--- src/hdl/llar_defines.svh ---
/*
 * Register indices, field positions, reset values and timing constants of the LOF alarm block.
 * Assumes inclusion by the core and the bench; definitions only.
 */
`ifndef LLAR_DEFINES_SVH
`define LLAR_DEFINES_SVH

// Register indices; the byte address on the bus is four times the index.
`define LLAR_IDX_DEFECT    16'h1107
`define LLAR_IDX_EVENT     16'h110b
`define LLAR_IDX_INSYNC    16'h112b
`define LLAR_IDX_MASK      16'h110f
`define LLAR_IDX_MODE      16'h1100
`define LLAR_IDX_AUTO      16'h1163
`define LLAR_IDX_RDI       16'h1933

`define LLAR_RST_AUTO      8'h05
`define LLAR_RST_RDI       4'h2
`define LLAR_RST_MASK      8'hff
`define LLAR_RST_INSYNC    4'h0

// Bit positions of the defect and event bytes; LOS, SEF and LOF share theirs.
`define LLAR_B_LOS         0
`define LLAR_B_SEF         1
`define LLAR_B_LOF         2
`define LLAR_B_B1          3
`define LLAR_B_B2          4
`define LLAR_B_REI         5
`define LLAR_B_SD          3
`define LLAR_B_SF          4
// Change bits of SD and SF sit apart from their defect positions in the event byte.
`define LLAR_E_SD          6
`define LLAR_E_SF          7

// Control bits of the automatic alarm and remote defect registers.
`define LLAR_A_MASTER      0
`define LLAR_A_LOS         1
`define LLAR_A_LOF         2
`define LLAR_A_LOC         3
`define LLAR_A_SD          4
`define LLAR_A_SF          5
`define LLAR_A_TIM         6
`define LLAR_A_TIU         7
`define LLAR_R_LOS         0
`define LLAR_R_LOF         1
`define LLAR_R_AISL        2
`define LLAR_R_EXT         3

`define LLAR_CLK_MHZ       200
`define LLAR_LOF_SET_US    3000

`endif

--- src/hdl/llar_pkg.sv ---
/*
 * Types of the LOF alarm block.
 * Assumes the defines header is on the include path.
 */
package llar_pkg;
    typedef enum logic [1:0] {
        LLAR_IN_FRAME,
        LLAR_LOF,
        LLAR_RECOVER
    } llar_state_t;
    typedef logic [7:0] llar_byte_t;
endpackage

--- src/hdl/llar_core.sv ---
/*
 * LOF declaration and clearance, defect and event bytes, remote defect and downstream
 * path alarm forcing, behind an APB slave.
 * Assumes frame_sync pulses once per frame, a1a2_ok is valid with it, and all defect
 * inputs are synchronous levels from the framer and detectors; event inputs are pulses.
 */
// Overview of operation
// - Status byte shows eight live defect flags.
// - Declare LOF after SEF held three milliseconds.
// - Clear LOF after SEF clears, N good frames.
// - LOF flag returns zero when LOF clears.
// - Any LOF change sets event bit two.
// - Event latch with its mask bit set pulls interrupt output low.
// - Event byte holds eight clear-on-read event bits.
// - RDI-L sent while LOF and enabled.
// - Remote defect control: four writable bits.
// - Downstream AIS-P while LOF, trigger and master.
// - Auto alarm byte holds a master bit and seven writable triggers.
// - Single-channel mode drives all four path alarms.
`timescale 1ns/100ps
`include "llar_defines.svh"

module llar_core #(
    parameter int unsigned LOF_SET_CYCLES = `LLAR_LOF_SET_US * `LLAR_CLK_MHZ
) (
    input  wire logic              pclk,
    input  wire logic              presetn,
    input  wire logic              psel,
    input  wire logic              penable,
    input  wire logic              pwrite,
    input  wire logic [15:0]       paddr,
    input  wire logic [31:0]       pwdata,
    output logic                   pready,
    output logic [31:0]            prdata,
    output logic                   pslverr,
    input  wire logic              frame_sync,
    input  wire logic              a1a2_ok,
    input  wire logic              sef_defect,
    input  wire logic              los_defect,
    input  wire logic              sd_defect,
    input  wire logic              sf_defect,
    input  wire logic              s1_unstable,
    input  wire logic              k1k2_unstable,
    input  wire logic              rdil_defect,
    input  wire logic              aisl_defect,
    input  wire logic              optical_loss,
    input  wire logic              trace_mismatch,
    input  wire logic              trace_unstable,
    input  wire logic              ext_rdil_request,
    input  wire logic              b1_error,
    input  wire logic              b2_error,
    input  wire logic              reil_error,
    output logic                   int_n,
    output logic                   rdil_force,
    output logic [3:0]             path_ais
);
    import llar_pkg::*;

    llar_state_t        state;
    llar_byte_t         event_status;
    llar_byte_t         next_event;
    llar_byte_t         auto_ctl;
    llar_byte_t         int_mask;
    llar_byte_t         next_mask;
    llar_byte_t         defect_live;
    llar_byte_t         rd_word;
    logic [3:0]         rdi_ctl;
    logic [3:0]         insync_thr;
    logic [3:0]         good_cnt;
    logic [19:0]        sef_cnt;
    logic               single_mode;
    logic               lof;
    logic               lof_q;
    logic               los_q;
    logic               sef_q;
    logic               sd_q;
    logic               sf_q;
    logic               acc;
    logic               wr;
    logic               rd_event;
    logic               mapped;
    logic               want_rdi;
    logic               want_ais;
    logic [15:0]        idx;

    localparam logic [19:0] SET_LAST = 20'(LOF_SET_CYCLES - 1);

    assign lof = (state != LLAR_IN_FRAME);
    assign idx = {2'h0, paddr[15:2]};
    assign acc = psel && penable && pready;
    assign wr  = acc && pwrite;
    assign rd_event = acc && !pwrite && (idx == `LLAR_IDX_EVENT);
    // A mask write reaches the interrupt pin at the same edge as the register.
    assign next_mask = (wr && (idx == `LLAR_IDX_MASK)) ? pwdata[7:0] : int_mask;

    // Live defect byte; the LOF bit follows the current state both ways.
    assign defect_live = {rdil_defect, s1_unstable, k1k2_unstable, sf_defect,
                          sd_defect, lof, sef_defect, los_defect};

    // LOF state: declared on a long SEF run, cleared after good frames with SEF gone.
    always_ff @(posedge pclk or negedge presetn) begin
        if (!presetn) begin
            state    <= LLAR_IN_FRAME;
            sef_cnt  <= 20'h00000;
            good_cnt <= 4'h0;
        end else begin
            unique case (state)
                LLAR_IN_FRAME: begin
                    if (!sef_defect) begin
                        sef_cnt <= 20'h00000;
                    end else if (sef_cnt >= SET_LAST) begin
                        state <= LLAR_LOF;
                    end else begin
                        sef_cnt <= sef_cnt + 20'h00001;
                    end
                end
                LLAR_LOF: begin
                    sef_cnt  <= 20'h00000;
                    good_cnt <= 4'h0;
                    if (!sef_defect) begin
                        state <= LLAR_RECOVER;
                    end
                end
                LLAR_RECOVER: begin
                    if (sef_defect) begin
                        state <= LLAR_LOF;
                    end else if (good_cnt >= insync_thr) begin
                        state <= LLAR_IN_FRAME;
                    end else if (frame_sync) begin
                        good_cnt <= a1a2_ok ? good_cnt + 4'h1 : 4'h0;
                    end
                end
            endcase
        end
    end

    // Edge memory for the change-of-condition events.
    always_ff @(posedge pclk or negedge presetn) begin
        if (!presetn) begin
            lof_q <= 1'b0;
            los_q <= 1'b0;
            sef_q <= 1'b0;
            sd_q  <= 1'b0;
            sf_q  <= 1'b0;
        end else begin
            lof_q <= lof;
            los_q <= los_defect;
            sef_q <= sef_defect;
            sd_q  <= sd_defect;
            sf_q  <= sf_defect;
        end
    end

    // A read clears the byte, but an event in the same cycle still lands.
    always_comb begin
        next_event = rd_event ? 8'h00 : event_status;
        next_event[`LLAR_B_LOF] = next_event[`LLAR_B_LOF] | (lof ^ lof_q);
        next_event[`LLAR_B_LOS] = next_event[`LLAR_B_LOS] | (los_defect ^ los_q);
        next_event[`LLAR_B_SEF] = next_event[`LLAR_B_SEF] | (sef_defect ^ sef_q);
        next_event[`LLAR_B_B1]  = next_event[`LLAR_B_B1] | b1_error;
        next_event[`LLAR_B_B2]  = next_event[`LLAR_B_B2] | b2_error;
        next_event[`LLAR_B_REI] = next_event[`LLAR_B_REI] | reil_error;
        next_event[`LLAR_E_SD] = next_event[`LLAR_E_SD] | (sd_defect ^ sd_q);
        next_event[`LLAR_E_SF] = next_event[`LLAR_E_SF] | (sf_defect ^ sf_q);
    end

    always_ff @(posedge pclk or negedge presetn) begin
        if (!presetn) begin
            event_status <= 8'h00;
            int_n        <= 1'b1;
        end else begin
            event_status <= next_event;
            int_n        <= ~|(next_event & next_mask);
        end
    end

    // Software-written control.
    always_ff @(posedge pclk or negedge presetn) begin
        if (!presetn) begin
            auto_ctl    <= `LLAR_RST_AUTO;
            rdi_ctl     <= `LLAR_RST_RDI;
            int_mask    <= `LLAR_RST_MASK;
            insync_thr  <= `LLAR_RST_INSYNC;
            single_mode <= 1'b0;
        end else if (wr) begin
            if (idx == `LLAR_IDX_AUTO) begin
                auto_ctl <= pwdata[7:0];
            end
            if (idx == `LLAR_IDX_RDI) begin
                rdi_ctl <= pwdata[3:0];
            end
            if (idx == `LLAR_IDX_MASK) begin
                int_mask <= pwdata[7:0];
            end
            if (idx == `LLAR_IDX_INSYNC) begin
                insync_thr <= pwdata[3:0];
            end
            if (idx == `LLAR_IDX_MODE) begin
                single_mode <= pwdata[0];
            end
        end
    end

    assign want_rdi = (rdi_ctl[`LLAR_R_LOF] && lof) ||
                      (rdi_ctl[`LLAR_R_LOS] && los_defect) ||
                      (rdi_ctl[`LLAR_R_AISL] && aisl_defect) ||
                      (rdi_ctl[`LLAR_R_EXT] && ext_rdil_request);
    assign want_ais = auto_ctl[`LLAR_A_MASTER] &&
                      ((auto_ctl[`LLAR_A_LOF] && lof) ||
                       (auto_ctl[`LLAR_A_LOS] && los_defect) ||
                       (auto_ctl[`LLAR_A_LOC] && optical_loss) ||
                       (auto_ctl[`LLAR_A_SD] && sd_defect) ||
                       (auto_ctl[`LLAR_A_SF] && sf_defect) ||
                       (auto_ctl[`LLAR_A_TIM] && trace_mismatch) ||
                       (auto_ctl[`LLAR_A_TIU] && trace_unstable));

    // Forced alarms start at once and end only on a frame boundary, so the
    // far end never sees an alarm end part way through a frame.
    always_ff @(posedge pclk or negedge presetn) begin
        if (!presetn) begin
            rdil_force <= 1'b0;
            path_ais   <= 4'h0;
        end else begin
            if (want_rdi) begin
                rdil_force <= 1'b1;
            end else if (frame_sync) begin
                rdil_force <= 1'b0;
            end
            if (want_ais) begin
                path_ais <= single_mode ? 4'hf : 4'h1;
            end else if (frame_sync) begin
                path_ais <= 4'h0;
            end
        end
    end

    always_comb begin
        mapped  = 1'b1;
        rd_word = 8'h00;
        unique case (idx)
            `LLAR_IDX_DEFECT: rd_word = defect_live;
            `LLAR_IDX_EVENT:  rd_word = event_status;
            `LLAR_IDX_AUTO:   rd_word = auto_ctl;
            `LLAR_IDX_RDI:    rd_word = {4'h0, rdi_ctl};
            `LLAR_IDX_MASK:   rd_word = int_mask;
            `LLAR_IDX_INSYNC: rd_word = {4'h0, insync_thr};
            `LLAR_IDX_MODE:   rd_word = {7'h00, single_mode};
            default:          mapped  = 1'b0;
        endcase
    end

    // One wait state: pready rises in the second access cycle.
    always_ff @(posedge pclk or negedge presetn) begin
        if (!presetn) begin
            pready  <= 1'b0;
            prdata  <= 32'h00000000;
            pslverr <= 1'b0;
        end else begin
            pready  <= psel && penable && !pready;
            prdata  <= {24'h000000, rd_word};
            pslverr <= psel && penable && !pready && !mapped;
        end
    end
endmodule

--- config.mk ---
export PLATFORM = sky130hd
export DESIGN_NAME = llar_core
export DESIGN_NICKNAME = d
export VERILOG_FILES = /design/src/hdl/llar_pkg.sv /design/src/hdl/llar_core.sv
export VERILOG_INCLUDE_DIRS = /design/src /design/src/hdl
export SDC_FILE = /design/constraint.sdc
export NUM_CORES = 1
export LEC_CHECK = 0
export BUFFER_PORTS_ARGS = -buffer_cell sky130_fd_sc_hd__buf_2
export CAP_MARGIN = 15
export CORE_MARGIN = 2
export CORE_UTILIZATION = 40
export CTS_CLUSTER_SIZE = 25
export DETAILED_ROUTE_END_ITERATION = 10
export PLACE_DENSITY = 0.64
export RECOVER_POWER = 100
export SLEW_MARGIN = 20
export SYNTH_ARGS = -nofsm -noshare
export SYNTH_HDL_FRONTEND = slang
export SYNTH_SLANG_ARGS = --single-unit
--- constraint.sdc ---
create_clock -name pclk -period 2.4 [get_ports pclk]
set_clock_uncertainty 0.2 [all_clocks]
set_input_delay 0.24 -clock pclk [delete_from_list [all_inputs] [get_ports pclk]]
set_output_delay 0.24 -clock pclk [all_outputs]
set_load 0.05 [all_outputs]
==> impl_metrics.yaml, run 1 <==
timing:
  finalSetupViolations: 0
  fin_crit_ns: 2.32
  tightest_slew_ns: 0.859
  relSlewSlack: 0.427
  fin_crit_sh: 0.967
  whs_ns: 0.0710
  slew_viol_final: 0
  finalHoldViolCount: 0
  timing.fmax_mhz: 431
synthesis:
  ys.flop_type: "dfrtp_1"
  yosysUniqueCellTypes: 59
  syn_avg_cell_area_sq_um: 10.6
  yosys.area.top_type_share: 0.400
  synthMuxAreaShare: 0.0795
  synth_top_family_by_area: "compound AO/OA/AOI/OAI gates"
  synth.cell_area_sq_mm: 0.00413
  yosys.area_share.xor_xnor: 0.0106
  yosysSeqAreaShare: 0.477
  synthSimpleGateAreaFrac: 0.162
  synth_cells: 391
  synth_edf_count: 0
  async_reset_ff_frac: 1.00
  synth_compound_area_frac: 0.173
  synth.largest_area_cell: "dfrtp_1"
  yosys_warnings: 0
  yosys_register_bits: 78
  synth_area_leaders: "dfrtp_1, dfstp_2, buf_4"
  synthAdderAreaFrac: 0.0182
routing:
  drt_iter0_drc: 153
  drc: 0
  wl_microns: 9620
  vias_per_cell: 5.19
  detail-route-antenna-nets: 0
  dr.pass1.iters: 7
  vias: 3289
  wl_per_cell_microns: 15.2
placement:
  gp_congestion: 0.837
  dp_hpwl_microns: 6870
  port_buffers: 59
  place_area_sq_mm: 0.00459
finish:
  multiInputGateArea_sq_mm: 0.00192
  utilization: 0.490
  final_cell_mix: "dfrtp_1, buf_2, nand2_1"
  area_delta_synth_final_pct: 21.0
  regArea_sq_mm: 0.00197
  nets: 569
  layout-drive-gt1-share: 0.231
  diodes: 0
  fin_area_sq_mm: 0.00499
  n_fill_cell: 966
  final_common_cell: "dfrtp_1"
critical_path:
  critPathMaxFanout: 4
  r2r-start: "sef_cnt[0]$_DFFE_PN0P_"
  critPathKind: "input pin to register"
  rr_worst_depth: 8
  slowest_stage: "dlygate4sd3_1"
  cpLargestDelayFamily: "buffers and inverters"
  rr_endpoint: "sef_cnt[5]$_DFFE_PN0P_"
  reg2reg_setup_slack_ns: 0.13
  critPathMaxStageDelay_ns: 0.52
  cp-end-kind: "register"
  path_cells: "dlygate4sd3_1 > buf_2 > and4_4 > nand4_1 > nor3_2 > buf_4 > mux2_2 > a22oi_2 > and4_1"
  cp.required_ns: 2.50
  crit_arrival_ns: 2.42
  start_kind: "input pin"
  path_buf_inv: 3
global_routing:
  grt_pass1_vias: 3238
  grt_start_max_net_pins: 69
  grt_pass1_wl_microns: 15500
  grt-ovfl-total: 0
  grtUsageTotal: 0.174
  antenna_found_initial: 0
hold_path:
  worstHoldPathCells: 3
  holdPathEnd: "pslverr$_DFF_PN0_"
  worstHoldStart: "paddr[4]"
  hold_path_class: "input pin to register"
outcome:
  outcome: "finished clean"
die:
  pin_count: 110
  die_h_microns: 106
  die-area_sq_mm: 0.0111
  die_w_microns: 106
  core_sq_mm: 0.0102
  num_rows: 37
  start_util: 0.405
clock_network:
  insertion_delay_ns: 0.35
  clock-sinks: 78
  clockRootBuffer: "clkbuf_8"
  ctsHtreeMaxLevel: 3
  cts_tree: "yes"
  cts.path.max_buffers: 2
  cts_made_buffers: 9
  clk_pin_slew_ns: 0.09
pwr:
  power.density_mw_per_mm2: 618
  vdd_drop_max_mv: 0.394
  static-leakage-power_uw: 0.00233
  finalPower_uw: 3080
flow_run:
  cap_violations: 0
## area by class of cell
class	count	area share
Clock inverter	7	0.0158
Inverter	17	0.0128
Tap cell	136	0.0341
Multi-Input combinational cell	279	0.384
Clock buffer	9	0.0248
Sequential cell	78	0.394
Timing Repair Buffer	108	0.134
## metrics by stage
stage	setup TNS [ns]	setup slack (ns)	cells
finish	0	0.0795	634
global placement	0	0.0884	592
floorplan	0	0.0823	414
global route	-0.00111	-0.00111	634
CTS	0	0.0398	632
detailed placement	0	0.0612	592
## tightest hold or removal path, stage by stage
cell,delay (ns)
buf_2,0.12
a21oi_1,0.12
a2111oi_0,0.11
## kinds of logic after synthesis
kind of cell	Yosys count
XOR/XNOR	5
multiplexers	30
other	1
flip-flops	78
adder cells (fa/ha/maj)	6
buffers and inverters	57
AND/OR/NAND/NOR	119
AO/OA/AOI/OAI	95
## where the power goes
group	switching, uW	total (uW)	internal (uW)
registers	47.1	1410	1360
logic	431	657	226
clock network	520	1020	495
## what timing repair did
item | CTS | global route
endpoints found under the hold margin | 88 | 0
setup buffers | 0 | 2
resized for setup | 0 | 7
hold buffers | 24 | 0
setup endpoints to repair | 0 | 7
## routing by layer
metal  vias up  wire length (microns)  global-route usage
li1       1592                      -                   -
met1      1591                   4290               0.213
met2        99                   4780               0.306
met3         7                    474              0.0353
met4         0                     74              0.0564
met5         -                      0                   0
## Yosys cell counts, drive strengths merged, types with 3 or more instances
library cell and count:
dfrtp 66, buf 34, nand2 29, nand3 24, mux2 22, inv 17
nor2 17, a21o 15, o21ai 14, a22oi 13, dfstp 12, nor3 9
mux2i 8, a211o 7, a21oi 6, and2 6, clkbuf 6, ha 6
o211ai 6, o31ai 6, and3 5, nand2b 5, a222oi 4, a22o 4
a31oi 4, and4 4, nor3b 4, o2bb2ai 4, a2bb2oi 3, nand4 3
nor2b 3, xor2 3
## registers in the layout, summed over array words and instances (netlist names), 2 cells and up
signal	count
auto_ctl	8
event_status	8
good_cnt	4
insync_thr	4
int_mask	8
path_ais	2
prdata	8
rdi_ctl	4
sef_cnt	20
state	2
## worst max path at each step
stage / from / end / slack [ns] / cells after the start
floorplan: pready$_DFF_PN0_ / int_n$_DFF_PN1_ / 0.08 / 6
global placement: paddr[9] / int_n$_DFF_PN1_ / 0.09 / 7
detailed placement: paddr[9] / int_n$_DFF_PN1_ / 0.06 / 7
CTS: penable / int_n$_DFF_PN1_ / 0.04 / 9
global route: penable / int_n$_DFF_PN1_ / -0.001 / 9
finish: penable / int_n$_DFF_PN1_ / 0.08 / 9
No activity file was read; power rests on OpenSTA's default activity.
==> run 2, diff against run 1 <==
- CELL_PAD_IN_SITES_DETAIL_PLACEMENT: default -> 1
- CELL_PAD_IN_SITES_GLOBAL_PLACEMENT: default -> 2
- CORE_UTILIZATION: 40 -> 33
- PLACE_DENSITY: 0.64 -> 0.81
==> impl_metrics.yaml, run 2 (same netlist as run 1, synthesis figures left out) <==
outcome:
  outcome: "finished clean"
critical_path:
  start_kind: "register"
  cp-end-kind: "register"
  path_buf_inv: 2
  cp.required_ns: 2.48
  slowest_stage: "dfrtp_1"
  cpLargestDelayFamily: "compound AO/OA/AOI/OAI gates"
  critPathMaxStageDelay_ns: 0.38
  path_cells: "a211o_1 > a211o_1 > a21oi_2 > o211ai_1 > buf_4 > buf_4 > nor3b_1 > a21o_1"
  crit_arrival_ns: 2.41
  critPathMaxFanout: 4
  critPathKind: "register to register"
pwr:
  p_int_uw: 2710
  static-leakage-power_uw: 0.00244
  power_switching_uw: 1070
  seqPwrFrac: 0.375
  vdd_drop_max_mv: 0.334
  p_comb_frac: 0.198
  power.density_mw_per_mm2: 716
  switching_share: 0.284
  pwr-share-clk: 0.428
routing:
  detail-route-antenna-nets: 0
  vias_per_cell: 5.00
  drc: 0
  wl_per_cell_microns: 16.8
  wl_microns: 11300
  vias: 3374
  dr.pass1.iters: 5
  drt_iter0_drc: 155
timing:
  slew_viol_final: 0
  layout_setup_ws_ns: 0.0740
  tightest_slew_ns: 0.858
  timing.fmax_mhz: 430
  finalHoldViolCount: 0
  fin_crit_ns: 2.33
  setup_tns_ns: 0
  fin_crit_sh: 0.969
  relSlewSlack: 0.428
  finalSetupViolations: 0
clock_network:
  insertion_delay_ns: 0.34
  clk_pin_slew_ns: 0.06
  ctsHtreeMaxLevel: 3
  clockRootBuffer: "clkbuf_16"
  cts_tree: "yes"
  cts.path.max_buffers: 2
  cts_made_buffers: 9
  clock-sinks: 78
global_routing:
  grt-ovfl-total: 0
  grt_start_max_net_pins: 35
  antenna_found_initial: 0
  grt_pass1_vias: 3573
  grtUsageTotal: 0.178
  grt_pass1_wl_microns: 18400
finish:
  n_fill_cell: 1405
  multiInputGateArea_sq_mm: 0.00195
  regArea_sq_mm: 0.00197
  largest_reg_flops: 20
  area_delta_synth_final_pct: 28.0
  nets: 578
  diodes: 0
  final_cell_mix: "dfrtp_1, buf_2, clkbuf_1"
  layout.cells.non_filler: 675
  final_common_cell: "dfrtp_1"
  largest-register: "sef_cnt"
  layout-drive-gt1-share: 0.247
hold_path:
  hold_path_class: "input pin to register"
die:
  num_rows: 40
  die_h_microns: 116
  die_w_microns: 116
  die-area_sq_mm: 0.0134
  pin_count: 110
  core_sq_mm: 0.0121
  start_util: 0.341
flow_run:
  cap_violations: 0
placement:
  port_buffers: 59
  place_inst: 632
  dp_hpwl_microns: 8040
  gp_congestion: 0.819
  place_ws_ns: -0.00553
==> run 2: cell types whose count changed in the layout (fill, tap and decap cells not counted), sizes merged <==
cell	previous run	this run
buf	54	64
clkbuf	39	44
inv	21	17
bufinv	1	3
clkinv	2	0
dlygate4sd3	24	22
==> run 2: final cells by class <==
class,count,area share
repair buffers,117,0.139
clock inverters,3,0.0171
well taps,168,0.0398
clock buffers,13,0.0493
inverters,17,0.0121
flip-flops and latches,78,0.373
multi-input cells,279,0.370
==> run 2: worst paths after layout <==
| path | from | cells past startpoint | to | slack (ns) |
|---|---|---|---|---|
| setup / recovery | sef_cnt[12]$_DFFE_PN0P_ | 8 | sef_cnt[2]$_DFFE_PN0P_ | 0.07 |
| hold / removal | pwdata[0] | 2 | auto_ctl[0]$_DFFE_PN1P_ | 0.02 |
| setup reg to reg | sef_cnt[12]$_DFFE_PN0P_ | 8 | sef_cnt[2]$_DFFE_PN0P_ | 0.07 |
| hold reg to reg | pready$_DFF_PN0_ | 1 | pready$_DFF_PN0_ | 0.28 |
| max in group asynchronous | presetn | 3 | prdata[5]$_DFF_PN0_ | 0.42 |
| min in group asynchronous | presetn | 2 | sef_cnt[7]$_DFFE_PN0P_ | 0.33 |
==> run 2: power by group through the flow <==
stage	Clock (uW)	Sequential, uW	Combinational (uW)
2_1_floorplan	0	1430	430
3_3_place_gp	0	1430	671
3_5_place_dp	0	1440	684
4_1_cts	1660	1410	739
5_1_grt	1710	1430	823
6_report	1620	1420	748
==> run 2: per-stage QoR <==
step	power [uW]	instance area, sq um	utilization	hold slack (ns)
CTS	3810	5290	0.437	0.00539
finish	3780	5280	0.436	0.0169
global route	3960	5280	0.436	0.0226
global placement	2100	4700	0.388	0.00399
detailed placement	2120	4700	0.388	0.00575
floorplan	1860	4210	-	-0.256
==> run 2: repair_timing <==
action                                  4_1_cts  5_1_grt
resized for setup                             0       13
cloned                                        0        1
hold endpoints to repair                     55        0
hold buffers                                 22        0
pin swaps                                     1        5
setup buffers                                 2        2
endpoints found under the setup margin        4       17
==> run 2: metal layers <==
layer / part of all wire / routed length (microns) / up-vias / track usage
met2: 0.51 / 5750 / 72 / 0.305
met5: 0 / 0 / - / 0
met3: 0.037 / 421 / 12 / 0.0282
li1: - / - / 1598 / -
met1: 0.44 / 4990 / 1692 / 0.226
met4: 0.015 / 175 / 0 / 0.0667
==> run 2: worst reg2reg max path, delay by kind of cell (launching register included) <==
family | cells | cell delay, ns
compound gates | 5 | 1.12
flops | 1 | 0.38
buf+inv | 2 | 0.35
simple gates | 1 | 0.20
==> run 3, diff against run 2 <==
- CELL_PAD_IN_SITES_GLOBAL_PLACEMENT: 2 -> 1
- CORE_UTILIZATION: 33 -> 40
- PLACE_DENSITY: 0.81 -> 0.8
==> impl_metrics.yaml, run 3 (same netlist as run 1, synthesis figures left out) <==
outcome:
  outcome: "finished clean"
clock_network:
  cts_tree: "yes"
  clk_pin_slew_ns: 0.08
  cts.path.max_buffers: 2
  clock-sinks: 78
  ctsHtreeMaxLevel: 3
  insertion_delay_ns: 0.35
  cts_made_buffers: 9
  clockRootBuffer: "clkbuf_8"
die:
  core_sq_mm: 0.0102
  pin_count: 110
  num_rows: 37
  die-area_sq_mm: 0.0111
  die_h_microns: 106
  die_w_microns: 106
  start_util: 0.405
finish:
  largest_reg_flops: 20
  largest-register: "sef_cnt"
  diodes: 0
  regArea_sq_mm: 0.00197
  final_cell_mix: "dfrtp_1, buf_2, nand2_1"
  final_common_cell: "dfrtp_1"
  nets: 571
  multiInputGateArea_sq_mm: 0.00192
  area_delta_synth_final_pct: 21.9
  layout.cells.non_filler: 636
  fin_area_sq_mm: 0.00503
  n_fill_cell: 1163
  layout-drive-gt1-share: 0.236
pwr:
  p_int_uw: 2190
  vdd_drop_max_mv: 0.252
  finalPower_uw: 3200
  static-leakage-power_uw: 0.00235
  seqPwrFrac: 0.441
  pwr-share-clk: 0.340
  power_switching_uw: 1010
  p_comb_frac: 0.220
  power.density_mw_per_mm2: 636
  switching_share: 0.314
timing:
  rsz0062_at_grt: "true"
  finalHoldViolCount: 0
  finalSetupViolations: 0
  timing.fmax_mhz: 430
  layout_setup_ws_ns: 0.0727
  fin_crit_ns: 2.33
  slew_viol_final: 0
  relSlewSlack: 0.393
  tightest_slew_ns: 0.911
  fin_crit_sh: 0.970
routing:
  vias_per_cell: 5.38
  wl_microns: 11500
  drt_iter0_drc: 138
  dr.pass1.iters: 4
  vias: 3420
  drc: 0
  wl_per_cell_microns: 18.1
  detail-route-antenna-nets: 0
placement:
  place_inst: 594
  place_area_sq_mm: 0.00462
  gp_congestion: 0.825
  place_ws_ns: -0.00209
  dp_hpwl_microns: 8030
  port_buffers: 59
critical_path:
  critPathKind: "input pin to register"
  crit_arrival_ns: 2.42
  cp-end-kind: "register"
  path_buf_inv: 3
  slowest_stage: "dlygate4sd3_1"
  cp.required_ns: 2.50
  path_cells: "dlygate4sd3_1 > buf_2 > and4_4 > nand4_1 > nor3_1 > buf_6 > mux2_2 > a22oi_2 > and4_1"
  critPathMaxFanout: 8
  critPathMaxStageDelay_ns: 0.52
  start_kind: "input pin"
  cpLargestDelayFamily: "buffers and inverters"
global_routing:
  grt_pass1_wl_microns: 19200
  antenna_found_initial: 0
  grt_start_max_net_pins: 46
  grt-ovfl-total: 0
  grtUsageTotal: 0.219
  grt_pass1_vias: 3755
hold_path:
  hold_path_class: "input pin to register"
flow_run:
  cap_violations: 0
-- run 3: cell count changes in the layout (fill, tap and decap cells not counted), sizes merged --
cell         delta
clkinvlp        +1
buf             -5
bufinv          -1
dlygate4sd3     +2
clkinv          +3
clkbuf          -7
-- run 3: worst paths after layout --
check                                             start                     end  slack, ns  cells past startpoint
worst max register to register  sef_cnt[12]$_DFFE_PN0P_  sef_cnt[9]$_DFFE_PN0P_       0.12                      7
worst min register to register         pready$_DFF_PN0_        pready$_DFF_PN0_       0.30                      1
max in group asynchronous                       presetn         sef_q$_DFF_PN0_       0.42                      3
min in group asynchronous                       presetn       pslverr$_DFF_PN0_       0.36                      2
worst min-delay path                           paddr[4]       pslverr$_DFF_PN0_        0.1                      3
worst max-delay path                            penable         int_n$_DFF_PN1_       0.07                      9
-- run 3: power groups by stage --
stage	Sequential (uW)	Clock (uW)	Combinational, uW
2_1_floorplan	1430	0	430
3_3_place_gp	1430	0	644
3_5_place_dp	1440	0	671
4_1_cts	1410	1110	709
5_1_grt	1420	1160	780
6_report	1410	1090	702
-- run 3: repair_timing --
action                                 in CTS  in global routing
cloned                                      0                  0
endpoints found under the hold margin      66                  0
buffers inserted                            0                  2
setup endpoints to repair                   1                  6
gates resized for setup                     1                  9
hold buffers                               24                  0
pin swaps                                   0                  2
-- run 3: cell type report --
type / count / area share
Multi-Input combinational cell: 279 / 0.381
Clock buffer: 10 / 0.0254
Inverter: 17 / 0.0127
Tap cell: 136 / 0.0338
Timing Repair Buffer: 110 / 0.139
Clock inverter: 6 / 0.0172
Sequential cell: 78 / 0.391
-- run 3: worst reg2reg max path, stage by stage (launching register included) --
cell,delay [ns]
dfrtp_1,0.40
a211o_1,0.30
a211o_1,0.30
a21oi_1,0.19
o21ai_1,0.12
buf_4,0.19
a22o_1,0.23
a22o_1,0.24
-- run 3: metal layers --
layer  wire length [microns]  global-route usage  vias up
li1                        -                   -     1585
met1                    4690               0.259     1731
met2                    6220               0.409       90
met3                     450              0.0334       14
met4                     159              0.0602        0
met5                       0                   0        -
-- run 3: per-stage QoR --
| stage | TNS (ns) | utilization | hold WS [ns] |
|---|---|---|---|
| floorplan | 0 | - | -0.256 |
| global placement | 0 | 0.453 | 0.0265 |
| detailed placement | -0.00209 | 0.453 | 0.0368 |
| CTS | 0 | 0.499 | 0.0933 |
| global route | -0.00487 | 0.494 | 0.141 |
| finish | 0 | 0.494 | 0.0959 |
